### src/rtl/aacs_map.vh
`ifndef AACS_MAP_VH
`define AACS_MAP_VH

// Register indices; the byte address is four times the index.
`define AACS_IDX_RESULT      4'h0
`define AACS_IDX_CHANNEL     4'h1
`define AACS_IDX_CONFIG      4'h2
`define AACS_IDX_ALERT       4'h3
`define AACS_IDX_LIMIT_BASE  4'h4
`define AACS_ADDR_W          8
`define AACS_ADDR_TOP        7:6
`define AACS_ADDR_IDX        5:2

// Configuration register fields.
`define AACS_CFG_DRIVE       15
`define AACS_CFG_CMD         10
`define AACS_CFG_SWRST       9
`define AACS_CFG_AUTO        8
`define AACS_CFG_CYCLE       7:6
`define AACS_CFG_BUSY        5
`define AACS_CFG_ALERT_EN    4
`define AACS_CFG_POL         3
`define AACS_CFG_PD_UP       1
`define AACS_CFG_PD_REF      0
`define AACS_CFG_RESET       16'h00C3
`define AACS_CFG_RW_MASK     16'h85FB

// Result word layout.
`define AACS_RES_CHAN        14:13
`define AACS_RES_ALERT       12
`define AACS_RES_DATA        11:0

// Limit memory: per channel low, high and hysteresis words.
`define AACS_LIM_LOW         2'h0
`define AACS_LIM_HIGH        2'h1
`define AACS_LIM_HYST        2'h2
`define AACS_LIM_DEPTH       12
`define AACS_LIM_AW          4
`define AACS_LIM_DW          12
`define AACS_LIM_LOW_RST     12'h000
`define AACS_LIM_HIGH_RST    12'hFFF

// AXI responses.
`define AACS_RESP_OKAY       2'h0
`define AACS_RESP_SLVERR     2'h2

// Timing.
`define AACS_CLK_PERIOD_NS   100
`define AACS_BASE_TIME_NS    100000
`define AACS_BASE_CYCLES     (`AACS_BASE_TIME_NS / `AACS_CLK_PERIOD_NS)
`define AACS_TMR_W           14

`endif

### src/rtl/aacs_limit_ram.v
`timescale 1ns/10ps
`default_nettype none
`include "aacs_map.vh"

module aacs_limit_ram (
	// Clock and reset
	input  wire                    aclk,
	input  wire                    aresetn,
	// Write port
	input  wire                    we,
	input  wire [`AACS_LIM_AW-1:0] waddr,
	input  wire [`AACS_LIM_DW-1:0] wdata,
	// Registered read port
	input  wire [`AACS_LIM_AW-1:0] raddr,
	output reg  [`AACS_LIM_DW-1:0] rdata
);

	reg [`AACS_LIM_DW-1:0] mem [0:`AACS_LIM_DEPTH-1];

	// Reset opens every window fully so no alert fires before software sets limits.
	genvar gi;
	generate
		for (gi = 0; gi < `AACS_LIM_DEPTH; gi = gi + 1) begin : g_word
			always @(posedge aclk) begin
				if (!aresetn) begin
					mem[gi] <= (gi % 3 == 1) ? `AACS_LIM_HIGH_RST : `AACS_LIM_LOW_RST;
				end else if (we && waddr == gi) begin
					mem[gi] <= wdata;
				end
			end
		end
	endgenerate

	always @(posedge aclk) begin
		if (!aresetn) begin
			rdata <= {`AACS_LIM_DW{1'b0}};
		end else begin
			rdata <= mem[raddr];
		end
	end

endmodule // aacs_limit_ram

`default_nettype wire

### src/rtl/aacs_sequencer.v
`timescale 1ns/10ps
`default_nettype none
`include "aacs_map.vh"

module aacs_sequencer #(
	parameter integer BASE_CYCLES = `AACS_BASE_CYCLES
) (
	// Clock and reset
	input  wire                    aclk,
	input  wire                    aresetn,
	// AXI4-Lite write address
	input  wire [`AACS_ADDR_W-1:0] s_axi_awaddr,
	input  wire                    s_axi_awvalid,
	output wire                    s_axi_awready,
	// AXI4-Lite write data
	input  wire [31:0]             s_axi_wdata,
	input  wire [3:0]              s_axi_wstrb,
	input  wire                    s_axi_wvalid,
	output wire                    s_axi_wready,
	// AXI4-Lite write response
	output reg  [1:0]              s_axi_bresp,
	output reg                     s_axi_bvalid,
	input  wire                    s_axi_bready,
	// AXI4-Lite read address
	input  wire [`AACS_ADDR_W-1:0] s_axi_araddr,
	input  wire                    s_axi_arvalid,
	output wire                    s_axi_arready,
	// AXI4-Lite read data
	output reg  [31:0]             s_axi_rdata,
	output reg  [1:0]              s_axi_rresp,
	output reg                     s_axi_rvalid,
	input  wire                    s_axi_rready,
	// Serial bus events
	input  wire                    scl_pin_i,
	input  wire                    bus_stop_i,
	// Conversion core
	input  wire                    ext_conv_req_i,
	output reg                     conv_start_o,
	output reg  [1:0]              conv_chan_o,
	input  wire                    conv_done_i,
	input  wire [11:0]             conv_data_i,
	// Power control
	output wire                    analog_on_o,
	output wire                    ref_on_o,
	// Shared status pin
	output reg                     shared_status_pin_o,
	output reg                     shared_status_pin_oe
);

	localparam [2:0] CMP_IDLE = 3'h0;
	localparam [2:0] CMP_LOW  = 3'h1;
	localparam [2:0] CMP_HIGH = 3'h2;
	localparam [2:0] CMP_HYST = 3'h3;
	localparam [2:0] CMP_EVAL = 3'h4;

	reg  [15:0]               config_q;
	reg  [3:0]                chan_reg_q;
	reg  [3:0]                active_mask_q;
	reg                       chan_pend_q;
	reg  [1:0]                cur_ch_q;
	reg  [7:0]                alert_q;
	reg  [7:0]                alert_d;
	reg  [1:0]                res_chan_q;
	reg  [11:0]               res_data_q;
	reg                       conv_q;
	reg                       stopped_q;
	reg  [`AACS_TMR_W-1:0]    tmr_q;
	reg  [1:0]                hold_edges_q;
	reg                       scl_prev_q;
	reg  [2:0]                cmp_state_q;
	reg  [1:0]                cmp_ch_q;
	reg  [11:0]               cmp_data_q;
	reg  [11:0]               cmp_low_q;
	reg  [11:0]               cmp_high_q;
	reg                       aw_q;
	reg                       w_q;
	reg  [`AACS_ADDR_W-1:0]   awaddr_q;
	reg  [31:0]               wdata_q;
	reg  [3:0]                wstrb_q;
	reg                       ar_q;
	reg  [`AACS_ADDR_W-1:0]   araddr_q;
	reg                       rd_mem_q;
	reg  [`AACS_LIM_AW-1:0]   ram_raddr;
	wire [`AACS_LIM_DW-1:0]   ram_rdata;
	wire                      scl_sync;

	wire [3:0]  w_idx      = awaddr_q[`AACS_ADDR_IDX];
	wire        w_ok       = (awaddr_q[`AACS_ADDR_TOP] == 2'h0);
	wire [3:0]  r_idx      = araddr_q[`AACS_ADDR_IDX];
	wire        r_ok       = (araddr_q[`AACS_ADDR_TOP] == 2'h0);
	wire        do_write   = aw_q && w_q && !s_axi_bvalid;
	wire        r_is_lim   = (r_idx >= `AACS_IDX_LIMIT_BASE);
	wire        rd_go      = ar_q && !s_axi_rvalid && !rd_mem_q &&
	                         !(r_ok && r_is_lim && cmp_state_q != CMP_IDLE);
	wire        wr_lim     = do_write && w_ok && (w_idx >= `AACS_IDX_LIMIT_BASE);
	wire        wr_chan    = do_write && w_ok && (w_idx == `AACS_IDX_CHANNEL);
	wire        wr_cfg     = do_write && w_ok && (w_idx == `AACS_IDX_CONFIG);
	wire [15:0] wr_merged  = merge16(config_q, wdata_q[15:0], wstrb_q[1:0]);
	wire        swrst      = wr_cfg && wr_merged[`AACS_CFG_SWRST];
	wire        rd_alert   = rd_go && r_ok && (r_idx == `AACS_IDX_ALERT);
	wire        auto_mode  = !config_q[`AACS_CFG_CMD] && config_q[`AACS_CFG_AUTO];
	wire        cmd_mode   = config_q[`AACS_CFG_CMD] && !config_q[`AACS_CFG_AUTO];
	wire        scl_edge   = scl_sync ^ scl_prev_q;
	wire [31:0] period_w   = BASE_CYCLES << config_q[`AACS_CFG_CYCLE];
	wire [`AACS_TMR_W-1:0] period = period_w[`AACS_TMR_W-1:0];
	wire        tmr_fire   = auto_mode && hold_edges_q == 2'h0 && tmr_q == period - 1'b1;
	wire        conv_req   = auto_mode ? tmr_fire : ext_conv_req_i;
	wire        any_alert  = |alert_q;
	wire [12:0] data_x     = {1'b0, cmp_data_q};
	wire        over_high  = cmp_data_q > cmp_high_q;
	wire        under_low  = cmp_data_q < cmp_low_q;
	wire        back_high  = (data_x + {1'b0, ram_rdata}) < {1'b0, cmp_high_q};
	wire        back_low   = data_x > ({1'b0, cmp_low_q} + {1'b0, ram_rdata});

	assign s_axi_awready = !aw_q && !s_axi_bvalid;
	assign s_axi_wready  = !w_q && !s_axi_bvalid;
	assign s_axi_arready = !ar_q;
	// In command mode a bus stop lets the analog side sleep until the next request.
	assign analog_on_o   = config_q[`AACS_CFG_PD_UP] && (auto_mode || !stopped_q);
	assign ref_on_o      = config_q[`AACS_CFG_PD_UP] && config_q[`AACS_CFG_PD_REF];

	function [15:0] merge16;
		input [15:0] old;
		input [15:0] nw;
		input [1:0]  strb;
		begin
			merge16[15:8] = strb[1] ? nw[15:8] : old[15:8];
			merge16[7:0]  = strb[0] ? nw[7:0] : old[7:0];
		end
	endfunction

	function [1:0] lowest;
		input [3:0] mask;
		integer i;
		begin
			lowest = 2'h0;
			for (i = 3; i >= 0; i = i - 1) begin
				if (mask[i]) begin
					lowest = i[1:0];
				end
			end
		end
	endfunction

	function [1:0] next_ch;
		input [3:0] mask;
		input [1:0] cur;
		integer i;
		reg found;
		begin
			found = 1'b0;
			next_ch = lowest(mask);
			for (i = 0; i < 4; i = i + 1) begin
				if (!found && mask[i] && i > cur) begin
					next_ch = i[1:0];
					found = 1'b1;
				end
			end
		end
	endfunction

	aacs_sync u_scl_sync (
		.aclk    (aclk),
		.aresetn (aresetn),
		.async_i (scl_pin_i),
		.sync_o  (scl_sync)
	);

	aacs_limit_ram u_limits (
		.aclk    (aclk),
		.aresetn (aresetn),
		.we      (wr_lim),
		.waddr   (w_idx - `AACS_IDX_LIMIT_BASE),
		.wdata   (wdata_q[`AACS_LIM_DW-1:0]),
		.raddr   (ram_raddr),
		.rdata   (ram_rdata)
	);

	// The comparator owns the read port while busy; bus reads of limit words wait for it.
	always @* begin
		ram_raddr = r_idx - `AACS_IDX_LIMIT_BASE;
		case (cmp_state_q)
			CMP_LOW: begin
				ram_raddr = {cmp_ch_q, 2'h0} - {2'h0, cmp_ch_q} + {2'h0, `AACS_LIM_LOW};
			end
			CMP_HIGH: begin
				ram_raddr = {cmp_ch_q, 2'h0} - {2'h0, cmp_ch_q} + {2'h0, `AACS_LIM_HIGH};
			end
			CMP_HYST: begin
				ram_raddr = {cmp_ch_q, 2'h0} - {2'h0, cmp_ch_q} + {2'h0, `AACS_LIM_HYST};
			end
			default: begin
				ram_raddr = r_idx - `AACS_IDX_LIMIT_BASE;
			end
		endcase
	end

	// A new event in the clearing cycle is applied after the clear, so it survives.
	always @* begin
		alert_d = alert_q;
		if (rd_alert || swrst) begin
			alert_d = 8'h00;
		end
		if (cmp_state_q == CMP_EVAL) begin
			if (over_high) begin
				alert_d[{cmp_ch_q, 1'b0}] = 1'b1;
			end else if (back_high) begin
				alert_d[{cmp_ch_q, 1'b0}] = 1'b0;
			end
			if (under_low) begin
				alert_d[{cmp_ch_q, 1'b1}] = 1'b1;
			end else if (back_low) begin
				alert_d[{cmp_ch_q, 1'b1}] = 1'b0;
			end
		end
	end

	// Bus write path.
	always @(posedge aclk) begin
		if (!aresetn) begin
			aw_q         <= 1'b0;
			w_q          <= 1'b0;
			awaddr_q     <= {`AACS_ADDR_W{1'b0}};
			wdata_q      <= 32'h0000_0000;
			wstrb_q      <= 4'h0;
			s_axi_bvalid <= 1'b0;
			s_axi_bresp  <= `AACS_RESP_OKAY;
			config_q     <= `AACS_CFG_RESET;
			chan_reg_q   <= 4'h0;
		end else begin
			if (s_axi_awvalid && s_axi_awready) begin
				aw_q     <= 1'b1;
				awaddr_q <= s_axi_awaddr;
			end
			if (s_axi_wvalid && s_axi_wready) begin
				w_q     <= 1'b1;
				wdata_q <= s_axi_wdata;
				wstrb_q <= s_axi_wstrb;
			end
			if (do_write) begin
				aw_q         <= 1'b0;
				w_q          <= 1'b0;
				s_axi_bvalid <= 1'b1;
				s_axi_bresp  <= w_ok ? `AACS_RESP_OKAY : `AACS_RESP_SLVERR;
				if (wr_cfg) begin
					config_q <= swrst ? `AACS_CFG_RESET : (wr_merged & `AACS_CFG_RW_MASK);
				end
				if (wr_chan && wstrb_q[0]) begin
					chan_reg_q <= wdata_q[3:0];
				end
			end else if (s_axi_bvalid && s_axi_bready) begin
				s_axi_bvalid <= 1'b0;
			end
		end
	end

	// Bus read path; limit words take one extra cycle through the memory.
	always @(posedge aclk) begin
		if (!aresetn) begin
			ar_q         <= 1'b0;
			araddr_q     <= {`AACS_ADDR_W{1'b0}};
			rd_mem_q     <= 1'b0;
			s_axi_rvalid <= 1'b0;
			s_axi_rdata  <= 32'h0000_0000;
			s_axi_rresp  <= `AACS_RESP_OKAY;
		end else begin
			if (s_axi_arvalid && s_axi_arready) begin
				ar_q     <= 1'b1;
				araddr_q <= s_axi_araddr;
			end
			rd_mem_q <= 1'b0;
			if (rd_mem_q) begin
				ar_q         <= 1'b0;
				s_axi_rvalid <= 1'b1;
				s_axi_rresp  <= `AACS_RESP_OKAY;
				s_axi_rdata  <= {20'h00000, ram_rdata};
			end else if (rd_go) begin
				if (r_ok && r_is_lim) begin
					rd_mem_q <= 1'b1;
				end else begin
					ar_q         <= 1'b0;
					s_axi_rvalid <= 1'b1;
					s_axi_rresp  <= r_ok ? `AACS_RESP_OKAY : `AACS_RESP_SLVERR;
					s_axi_rdata  <= 32'h0000_0000;
					if (r_ok) begin
						case (r_idx)
							`AACS_IDX_RESULT: begin
								s_axi_rdata <= {17'h00000, res_chan_q, any_alert, res_data_q};
							end
							`AACS_IDX_CHANNEL: begin
								s_axi_rdata <= {28'h0000000, chan_reg_q};
							end
							`AACS_IDX_CONFIG: begin
								s_axi_rdata <= {16'h0000, config_q};
							end
							default: begin
								s_axi_rdata <= {24'h000000, alert_q};
							end
						endcase
					end
				end
			end else if (s_axi_rvalid && s_axi_rready) begin
				s_axi_rvalid <= 1'b0;
			end
		end
	end

	// Cycle timer and its hold after a limit write.
	always @(posedge aclk) begin
		if (!aresetn) begin
			tmr_q        <= {`AACS_TMR_W{1'b0}};
			hold_edges_q <= 2'h0;
			scl_prev_q   <= 1'b1;
		end else begin
			scl_prev_q <= scl_sync;
			if (wr_lim && auto_mode) begin
				hold_edges_q <= 2'h2;
			end else if (hold_edges_q != 2'h0 && scl_edge) begin
				hold_edges_q <= hold_edges_q - 2'h1;
			end
			if (!auto_mode || wr_chan || wr_cfg) begin
				tmr_q <= {`AACS_TMR_W{1'b0}};
			end else if (hold_edges_q == 2'h0) begin
				tmr_q <= tmr_fire ? {`AACS_TMR_W{1'b0}} : tmr_q + 1'b1;
			end
		end
	end

	// Conversion launch and channel sequencing.
	always @(posedge aclk) begin
		if (!aresetn) begin
			conv_start_o  <= 1'b0;
			conv_chan_o   <= 2'h0;
			conv_q        <= 1'b0;
			cur_ch_q      <= 2'h0;
			active_mask_q <= 4'h0;
			chan_pend_q   <= 1'b0;
			stopped_q     <= 1'b0;
			res_chan_q    <= 2'h0;
			res_data_q    <= 12'h000;
		end else begin
			conv_start_o <= 1'b0;
			if (bus_stop_i && cmd_mode) begin
				stopped_q <= 1'b1;
			end else if (ext_conv_req_i || auto_mode) begin
				stopped_q <= 1'b0;
			end
			if (wr_chan || swrst) begin
				chan_pend_q <= 1'b1;
			end
			// Requests while converting or powered down are dropped, not queued.
			if (conv_req && !conv_q && config_q[`AACS_CFG_PD_UP]) begin
				conv_start_o <= 1'b1;
				conv_chan_o  <= cur_ch_q;
				conv_q       <= 1'b1;
			end
			if (conv_done_i && conv_q) begin
				conv_q     <= 1'b0;
				res_chan_q <= conv_chan_o;
				res_data_q <= conv_data_i;
				if (chan_pend_q && !(wr_chan || swrst)) begin
					active_mask_q <= chan_reg_q;
					cur_ch_q      <= lowest(chan_reg_q);
					chan_pend_q   <= 1'b0;
				end else begin
					cur_ch_q <= next_ch(active_mask_q, conv_chan_o);
				end
			end
		end
	end

	// Limit comparison after each conversion.
	always @(posedge aclk) begin
		if (!aresetn) begin
			cmp_state_q <= CMP_IDLE;
			cmp_ch_q    <= 2'h0;
			cmp_data_q  <= 12'h000;
			cmp_low_q   <= 12'h000;
			cmp_high_q  <= 12'h000;
			alert_q     <= 8'h00;
		end else begin
			alert_q <= alert_d;
			case (cmp_state_q)
				CMP_IDLE: begin
					if (conv_done_i && conv_q) begin
						cmp_ch_q    <= conv_chan_o;
						cmp_data_q  <= conv_data_i;
						cmp_state_q <= CMP_LOW;
					end
				end
				CMP_LOW: begin
					cmp_state_q <= CMP_HIGH;
				end
				CMP_HIGH: begin
					cmp_low_q   <= ram_rdata;
					cmp_state_q <= CMP_HYST;
				end
				CMP_HYST: begin
					cmp_high_q  <= ram_rdata;
					cmp_state_q <= CMP_EVAL;
				end
				CMP_EVAL: begin
					cmp_state_q <= CMP_IDLE;
				end
				default: begin
					cmp_state_q <= CMP_IDLE;
				end
			endcase
		end
	end

	// Shared pin: open drain only ever pulls low, so wired-low alerts can share a line.
	always @(posedge aclk) begin
		if (!aresetn) begin
			shared_status_pin_o  <= 1'b0;
			shared_status_pin_oe <= 1'b0;
		end else begin
			shared_status_pin_o <= config_q[`AACS_CFG_POL] ~^
				(config_q[`AACS_CFG_BUSY] ? conv_q : any_alert);
			shared_status_pin_oe <= config_q[`AACS_CFG_ALERT_EN] &&
				(config_q[`AACS_CFG_DRIVE] || !(config_q[`AACS_CFG_POL] ~^
				(config_q[`AACS_CFG_BUSY] ? conv_q : any_alert)));
		end
	end

endmodule // aacs_sequencer

`default_nettype wire

### src/rtl/aacs_sync.v
`timescale 1ns/10ps
`default_nettype none

module aacs_sync (
	// Clock and reset
	input  wire aclk,
	input  wire aresetn,
	// Asynchronous input and its synchronised copy
	input  wire async_i,
	output reg  sync_o
);

	reg meta_q;

	// The serial clock idles high; resetting to that level avoids a false edge after reset.
	always @(posedge aclk) begin
		if (!aresetn) begin
			meta_q <= 1'b1;
			sync_o <= 1'b1;
		end else begin
			meta_q <= async_i;
			sync_o <= meta_q;
		end
	end

endmodule // aacs_sync

`default_nettype wire

### config.mk
export PLATFORM = sky130hd
export DESIGN_NAME = aacs_sequencer
export DESIGN_NICKNAME = d
export VERILOG_FILES = /design/src/rtl/aacs_limit_ram.v /design/src/rtl/aacs_sequencer.v /design/src/rtl/aacs_sync.v
export VERILOG_INCLUDE_DIRS = /design/src /design/src/rtl
export SDC_FILE = /design/constraint.sdc
export NUM_CORES = 1
export LEC_CHECK = 0
export BUFFER_PORTS_ARGS = -buffer_cell sky130_fd_sc_hd__buf_2
export CORE_MARGIN = 2
export CORE_UTILIZATION = 55
export DETAILED_ROUTE_END_ITERATION = 12
export GPL_TIMING_DRIVEN = 0
export PLACE_DENSITY = 0.88
export SLEW_MARGIN = 5
export SYNTH_ARGS = -nofsm -noshare
export SYNTH_HDL_FRONTEND = slang
export SYNTH_SLANG_ARGS = --single-unit
### constraint.sdc
create_clock -name aclk -period 3.5 [get_ports aclk]
set_clock_uncertainty 0.2 [all_clocks]
set_input_delay 0.525 -clock aclk [delete_from_list [all_inputs] [get_ports aclk]]
set_output_delay 0.525 -clock aclk [all_outputs]
set_load 0.01 [all_outputs]
==> flow_metrics.tcl, run 1 <==
set metrics [dict create \
    path_max_fanout 4 \
    start_util_pct 55.8 \
    power_w 0.00897 \
    async_flop_share_pct 0 \
    vias_per_cell 6.17 \
    grt_pass1_wl_um 72200 \
    synth.distinct_cells 79 \
    crit_arrival_ps 3950 \
    htree_levels 1 \
    syn_area_um2 16000 \
    fmax_ghz 0.273 \
    cts_tree "yes" \
    io_buffers 78 \
    synth_top_area_cell "edfxtp_1" \
    clk_pin_slew_ps 70 \
    yosys_register_bits 317 \
    die_y_um 174 \
    n_antenna_cell 0 \
    grt_max_degree 17 \
    antenna_found_initial 1 \
    synth_warnings 0 \
    synthTopCellsByCount "dfxtp_1 (173), nand2_1 (173), edfxtp_1 (144)" \
    synth_cells 1606 \
    period_share_pct 105 \
    clockBufferDepth 3 \
    drive_above_1_share_pct 14.0 \
    post-route-util_pct 64.9 \
    synth_area_leaders "edfxtp_1 (27%), dfxtp_1 (22%), ha_1 (6.3%)" \
    gp_congestion 0.951 \
    slew_headroom_pct 40.2 \
    nets 1944 \
    maxCapViolations 0 \
    worst_slack_ps -161 \
    fp.coreArea_um2 28600 \
    drt-pass1-iter-count 6 \
    hold_viol 0 \
    setup_viol 8 \
    final_antenna_net_count 0 \
    rsz0062_at_grt "true" \
    area_delta_synth_final_pct 16.4 \
    route.detailed.drc 0 \
    status "complete, but fails checks" \
    synth-seq-area-share_pct 48.8 \
    violations "setup timing" \
    synth_top_area_share_pct 27.1 \
    pin_count 123 \
    leakage_nw 7.30 \
    dieArea_um2 30400 \
    cts_sinks 317 \
    fin_tns_setup_ps -935 \
    fillers 2042 \
    worstMarginPinSlew_ps 898 \
    grt_remaining_overflow 0 \
    drtIter0Drc 1785 \
    synth_edf_count 144 \
    track_usage_pct 30.3 \
    insertion_delay_ps 600 \
    synth-main-ff-cell "dfxtp_1" \
    die_width_um 174 \
    end_kind "register" \
    ir_worst_vdd_mv 0.409 \
    numCtsBuffers 30 \
    rows 62 \
    worstHoldPathType "input pin to register" \
    avgSynthCellArea_um2 9.94 \
    path_class "register to register" \
    period_needed_ps 3660 \
    dp_hpwl_um 32300 \
    p_per_area_nw_per_um2 483 \
    drv_slew 0 \
    worst-endpoint-required_ps 3790 \
    grt_pass1_vias 13300 \
    wl_per_cell_um 21.5 \
    vias 13500 \
    clockRootBuffer "clkbuf_16" \
    routed_wl_um 47200 \
    start_kind "register" \
]
metrics by stage:
stage	hold slack, ps	std cells	worst slack, ps	instance area, µm²
global route	11.6	2194	-299	18600
global placement	205	2085	-626	16900
floorplan	186	1623	61.2	16000
CTS	2.58	2191	-179	18500
detailed placement	202	2097	-767	17000
finish	12.1	2194	-161	18600
metal layers:
layer / wire, µm / vias up / track usage, %
met3: 5350 / 198 / 5.58
met4: 2600 / 0 / 16.1
met5: 0 / - / 0
li1: - / 6036 / -
met2: 22000 / 943 / 50.4
met1: 17200 / 6367 / 37.6
worst max-delay path: stages, from the launching register on:
cell	delay (ps)
dfxtp_4	400
ha_4	140
inv_2	30
fa_2	350
nor2b_2	140
o21ai_2	80
a21oi_2	170
nor4b_2	70
o31ai_1	200
a21oi_1	120
xnor2_1	140
ha_1	290
a21o_1	190
a211oi_2	180
o211ai_1	130
a21oi_2	270
o211ai_1	150
a32o_1	290
sequential cells by signal, indices dropped and copies added (netlist names), 6 cells and up:
register,cells
u_limits.mem,144
s_axi_rdata,16
tmr_q,14
wdata_q,13
cmp_data_q,12
cmp_high_q,12
cmp_low_q,12
res_data_q,12
u_limits.rdata,12
config_q,10
alert_q,8
araddr_q,6
awaddr_q,6
final timing paths:
path,startpoint,endpoint,slack (ps),cells past startpoint
worst max-delay path,u_limits.rdata[0],alert_q[2],-160,17
worst min-delay path,s_axi_wstrb[1],wstrb_q[1],10,3
worst max register to register,u_limits.rdata[0],alert_q[2],-160,17
worst min register to register,u_scl_sync.meta_q,u_scl_sync.sync_o,220,1
placed cells by master (no fill, tap or decap), types with 30 or more instances in the layout:
cell type,n
nor2_1,136
mux2i_1,83
buf_2,88
a21oi_1,132
ha_1,77
dfxtp_1,159
and2_1,104
or3_1,52
clkbuf_1,83
inv_1,52
clkbuf_16,30
nand2_1,173
buf_4,39
nand3_1,39
dlygate4sd3_1,30
edfxtp_1,144
final cells by class:
type	count	area, µm²	share of cell area, %
Multi-Input combinational cell	1138	7650	41.2
Timing Repair Buffer	131	878	4.73
Clock buffer	44	843	4.54
Tap cell	384	480	2.59
Buffer	112	561	3.02
Inverter	56	210	1.13
Sequential cell	317	7820	42.1
Clock inverter	12	135	0.727
repair_timing:
action                                  in CTS  in global routing
hold endpoints to repair                    35                  0
pin swaps                                   29                 22
resized for setup                           45                 17
hold buffers                                30                  0
buffers inserted                             8                  3
endpoints found under the setup margin      11                 10
power by group:
part	switching [W]	total, W	leakage (nW)	internal, W
Combinational	0.000918	0.00152	4.09	0.000605
Sequential	0.000184	0.00418	2.73	0.00399
Clock	0.00145	0.00327	0.477	0.00182
kinds of logic (layout without fill, tap and decap cells):
| family | Yosys count | count (layout) | share of synthesized area (%) |
|---|---|---|---|
| AOI/OAI and AO/OA | 291 | 291 | 11.6 |
| xor gates and xnor gates | 41 | 41 | 2.25 |
| adders and majority gates | 83 | 83 | 6.60 |
| buffers and inverters | 168 | 355 | 4.83 |
| DFF | 317 | 317 | 48.8 |
| muxes | 102 | 102 | 7.51 |
| other | 1 | 18 | 0.0235 |
| and+or+nand+nor | 603 | 603 | 18.4 |
No activity file was read; power rests on OpenSTA's default activity.
==> run 2, diff against run 1 <==
- MAX_ROUTING_LAYER: not set -> met4
==> run 2 against run 1 <==
Against the previous run: the flow still finishes with violations (setup timing); via count fell by 0.79%; critical endpoint is now alert_q[5]; hold slack improved by 35 ps; power increased by 2.5%; worst setup slack worse by 51 ps.
==> flow_metrics.tcl, run 2 (same netlist as run 1, synthesis figures left out) <==
set metrics [dict create \
    whs_endpoint "wdata_q[6]" \
    final_antenna_net_count 0 \
    largest-register "u_limits.mem" \
    vias 13400 \
    final_area_um2 18400 \
    worst-endpoint-required_ps 3700 \
    period_needed_ps 3710 \
    drtIter0Drc 1586 \
    antenna_found_initial 0 \
    fillers 2090 \
    switchingPower_w 0.00257 \
    critPathMostFrequentCell "o21ai_2" \
    rr_worst_depth 19 \
    reg2reg_from "u_limits.rdata[0]" \
    worst_slack_ps -213 \
    drt-pass1-iter-count 6 \
    die_width_um 174 \
    fmax_ghz 0.269 \
    most-common-layout-cells "nand2_1 (173), dfxtp_1 (159), edfxtp_1 (144)" \
    maxCapViolations 0 \
    insertion_delay_ps 520 \
    p_int_w 0.00663 \
    clk_pin_slew_ps 60 \
    drive_above_1_share_pct 14.7 \
    dp_hpwl_um 32400 \
    clockBufferDepth 3 \
    grt_max_degree 15 \
    grt_remaining_overflow 0 \
    dieArea_um2 30400 \
    hold_depth 3 \
    cts_tree "yes" \
    status "complete, but fails checks" \
    clockRootBuffer "clkbuf_16" \
    multi_input_area_um2 7630 \
    start_kind "register" \
    reg2reg_to "alert_q[5]" \
    numCtsBuffers 34 \
    leakage_nw 7.26 \
    swShare_pct 27.9 \
    ir_worst_vdd_mv 0.399 \
    top_regs "u_limits.mem (144), s_axi_rdata (16), tmr_q (14)" \
    period_share_pct 106 \
    vias_per_cell 6.19 \
    track_usage_pct 30.9 \
    cpPeakStageDelay_ps 410 \
    violations "setup timing" \
    r2r_slack_ps -210 \
    setup_viol 8 \
    drv_slew 0 \
    hold_ws_ps 46.9 \
    pwr-share-clk_pct 38.1 \
    grt_pass1_vias 13300 \
    cp_cell_sequence "buf_6, ha_4, inv_2, fa_2, nor2b_2, o21a_1, o21ai_2, a2bb2oi_2, a21o_1, a21oi_2, xor2_1, ha_1, nand3_2, nor2_4, o21ai_2, a31oi_2, or3_4, nand4_1, a32o_1" \
    seqPwrFrac_pct 45.4 \
    die_y_um 174 \
    cts_sinks 317 \
    rsz0062_at_grt "true" \
    pre_cts_ws_ps -775 \
    hold_viol 0 \
    largest_reg_flops 144 \
    route.detailed.drc 0 \
    start_util_pct 55.8 \
    hp-start "s_axi_wdata[6]" \
    gp_congestion 0.967 \
    routed_wl_um 46400 \
    grt_pass1_wl_um 71100 \
    htree_levels 2 \
    path_class "register to register" \
    fp.coreArea_um2 28600 \
    area_delta_synth_final_pct 15.2 \
    p_per_area_nw_per_um2 500 \
    pin_count 123 \
    n_antenna_cell 0 \
    worstHoldPathType "input pin to register" \
    fin_tns_setup_ps -1040 \
    place_area_um2 17000 \
    layout.area.seq_um2 7820 \
    layout_commonest_cell "nand2_1" \
    io_buffers 78 \
    path_max_fanout 4 \
    cp_slowest_cell "dfxtp_4" \
    rows 62 \
    crit_arrival_ps 3910 \
    worstMarginPinSlew_ps 934 \
    slew_headroom_pct 37.7 \
    end_kind "register" \
    wl_per_cell_um 21.3 \
    nets 1922 \
    p_comb_share_pct 16.5 \
]
[run 2: through the flow]
stage                     instances  power, W  utilization (%)
after detailed placement       2097   0.00557             59.4
after floorplan                1623   0.00510                -
after global routing           2172   0.00945             64.3
final                          2172   0.00919             64.3
after CTS                      2169   0.00908             64.0
after global placement         2085   0.00550             59.0
[run 2: layout make-up]
| type | count | share of cell area, % |
|---|---|---|
| Clock buffer | 48 | 5.36 |
| Clock inverter | 12 | 0.537 |
| Buffer | 112 | 3.05 |
| Tap cell | 384 | 2.61 |
| Sequential cell | 317 | 42.5 |
| Inverter | 56 | 1.14 |
| Multi-Input combinational cell | 1138 | 41.5 |
| Timing Repair Buffer | 105 | 3.30 |
[run 2: metal layers]
layer	part of all wire, %	global-route usage, %	vias up
li1	-	-	6008
met5	0	-	-
met4	5.8	17.8	0
met1	36	36.7	6325
met3	11	6.17	210
met2	47	49.1	894
[run 2: worst max path at each step]
| stage | cells after the start | from | slack, ps | to |
|---|---|---|---|---|
| global placement | 18 | u_limits.rdata[0] | -660 | alert_q[1] |
| global route | 17 | u_limits.rdata[0] | -350 | alert_q[2] |
| finish | 19 | u_limits.rdata[0] | -210 | alert_q[5] |
| CTS | 17 | u_limits.rdata[0] | -130 | alert_q[0] |
| detailed placement | 18 | u_limits.rdata[0] | -780 | alert_q[5] |
| floorplan | 17 | u_limits.rdata[0] | 60 | alert_q[6] |
[run 2: what timing repair did]
item / 4_1_cts / 5_1_grt
resized for setup: 49 / 13
endpoints found under the hold margin: 1 / 0
setup buffers: 11 / 3
hold buffers: 1 / 0
setup endpoints to repair: 11 / 10
pin swaps: 21 / 20
[run 2: critical path, delay by kind of cell, from the launching register on]
kind / cells / cell delay (ps)
AO/OA/AOI/OAI: 8 / 1140
buffers and inverters: 2 / 160
AND/OR/NAND/NOR: 5 / 710
adder cells (fa/ha/maj): 3 / 830
XOR/XNOR: 1 / 140
flip-flops: 1 / 410
[run 2: power by group through the flow]
stage               clock network (W)  registers (W)  logic (W)
floorplan                           0        0.00415   0.000953
global placement                    0        0.00423    0.00127
detailed placement                  0        0.00423    0.00134
CTS                           0.00350        0.00416    0.00142
global route                  0.00366        0.00418    0.00162
finish                        0.00350        0.00417    0.00151
==> run 3, diff against run 2 <==
- clock period: 3.5 -> 3.25 ns (I/O delays scaled with it)
==> run 3 against run 2 <==
Against the previous run: sequential share of layout area is 0.69 points lower; critical endpoint is now alert_q[4]; sequential power up 7.7%; the flow still finishes with violations (setup timing); via count up 1.7%; largest cell class unchanged.
==> flow_metrics.tcl, run 3 (same netlist as run 1, synthesis figures left out) <==
set metrics [dict create \
    status "complete, but fails checks" \
    violations "setup timing" \
    clockBufferDepth 3 \
    maxCapViolations 0 \
    clk_pin_slew_ps 60 \
    gp_congestion 0.954 \
    start_util_pct 55.8 \
    drive_above_1_share_pct 14.3 \
    fmax_ghz 0.267 \
    path_class "register to register" \
    most-common-layout-cells "nand2_1 (173), dfxtp_1 (158), edfxtp_1 (144)" \
    rsz0062_at_grt "true" \
    n_antenna_cell 0 \
    reg2reg_from "u_limits.rdata[0]" \
    grt_use_met3_pct 5.56 \
    grt_remaining_overflow 0 \
    rr_worst_depth 17 \
    period_share_pct 115 \
    grtUsageMet2_pct 51.9 \
    vias_per_cell 6.19 \
    worstMarginPinSlew_ps 980 \
    htree_levels 1 \
    r2r_slack_ps -490 \
    p_per_area_nw_per_um2 520 \
    drtIter0Drc 1950 \
    die_y_um 174 \
    start_kind "register" \
    pin_count 123 \
    whs_endpoint "cmp_data_q[1]" \
    grt_pass1_wl_um 73800 \
    area_delta_synth_final_pct 17.2 \
    final_antenna_net_count 0 \
    drv_slew 0 \
    routed_wl_um 47900 \
    nets 1958 \
    grt_max_degree 16 \
    drt-pass1-iter-count 7 \
    worst-endpoint-required_ps 3500 \
    clockRootBuffer "clkbuf_16" \
    path_max_fanout 4 \
    worstHoldPathType "input pin to register" \
    insertion_delay_ps 570 \
    hold_ws_ps 22.3 \
    leakage_nw 7.39 \
    rows 62 \
    crit_arrival_ps 3990 \
    track_usage_pct 32.1 \
    end_kind "register" \
    dp_hpwl_um 32700 \
    period_needed_ps 3740 \
    fp.coreArea_um2 28600 \
    grt_pass1_vias 13600 \
    hold_viol 0 \
    layout_commonest_cell "nand2_1" \
    use_met1_pct 38.2 \
    cts_sinks 317 \
    dieArea_um2 30400 \
    reg2reg_to "alert_q[4]" \
    hold_depth 3 \
    numCtsBuffers 31 \
    wl_per_cell_um 21.7 \
    busiest_layer "met2" \
    power_w 0.00973 \
    cts_tree "yes" \
    pre_cts_ws_ps -720 \
    setup_viol 8 \
    hp-start "conv_data_i[1]" \
    die_width_um 174 \
    antenna_found_initial 0 \
    largest_reg_flops 144 \
    ir_worst_vdd_mv 0.503 \
    vias 13700 \
    slew_headroom_pct 34.7 \
    io_buffers 78 \
    top_regs "u_limits.mem (144), s_axi_rdata (16), tmr_q (14)" \
    largest-register "u_limits.mem" \
    worst_slack_ps -492 \
    route.detailed.drc 0 \
]
run 3: cell count changes in the layout (fill, tap and decap cells not counted), moves of 3 or more:
cell / change
dlygate4sd3_1: +39
clkbuf_8: -4
o21ai_1: -3
clkinv_2: +4
run 3: per-stage QoR:
step	TNS, ps	utilization [%]	std cells	instance area, µm²
after floorplan	-160	-	1623	16100
after global placement	-59670	59.3	2085	17000
after detailed placement	-17350	59.6	2097	17100
after CTS	-2730	65.2	2206	18700
after global routing	-4350	65.4	2208	18700
final	-3180	65.4	2208	18700
run 3: report_power, final:
group / switching (W) / internal (W) / total [W]
clock network: 0.00155 / 0.00202 / 0.00357
registers: 0.000194 / 0.00430 / 0.00449
logic: 0.00100 / 0.000665 / 0.00166
run 3: how the worst max path moves through the flow:
stage,slack [ps],to,depth (start not counted),start
3_3_place_gp,-600,alert_q[1],15,u_limits.rdata[2]
3_5_place_dp,-720,alert_q[7],15,u_limits.rdata[6]
2_1_floorplan,-40,alert_q[6],17,u_limits.rdata[0]
6_report,-490,alert_q[4],17,u_limits.rdata[0]
4_1_cts,-420,alert_q[4],17,u_limits.rdata[0]
5_1_grt,-610,alert_q[4],17,u_limits.rdata[0]
run 3: layout make-up:
| type | instances | area [µm²] |
|---|---|---|
| Multi-Input combinational cell | 1138 | 7630 |
| Tap cell | 384 | 480 |
| Timing Repair Buffer | 144 | 1000 |
| Clock inverter | 16 | 111 |
| Fill cell | 2072 | 9910 |
| Clock buffer | 41 | 897 |
| Sequential cell | 317 | 7830 |
| Inverter | 56 | 210 |
| Buffer | 112 | 561 |
run 3: critical path, cell delays in order, from the launching register on:
cell,delay [ps]
dfxtp_4,390
ha_4,140
inv_2,30
fa_2,350
nor2b_2,140
o21ai_2,70
a21oi_2,150
nor4b_2,70
o31ai_1,290
a21oi_1,120
xnor2_1,150
ha_1,310
a21o_1,170
a211oi_2,200
o211ai_1,150
a21oi_2,260
o211ai_1,160
a32o_2,270
run 3: metal layers:
metal	part of all wire (%)	vias to the layer above
met4	6.4	0
met3	11	233
li1	-	6067
met1	36	6455
met2	47	910
met5	0	-
run 3: timing repair:
item / CTS / global route
gates cloned: 0 / 0
gates resized for setup: 28 / 14
pin swaps: 30 / 15
hold endpoints to repair: 41 / 1
setup endpoints to repair: 19 / 38
hold buffers: 39 / 1
setup buffers: 13 / 1
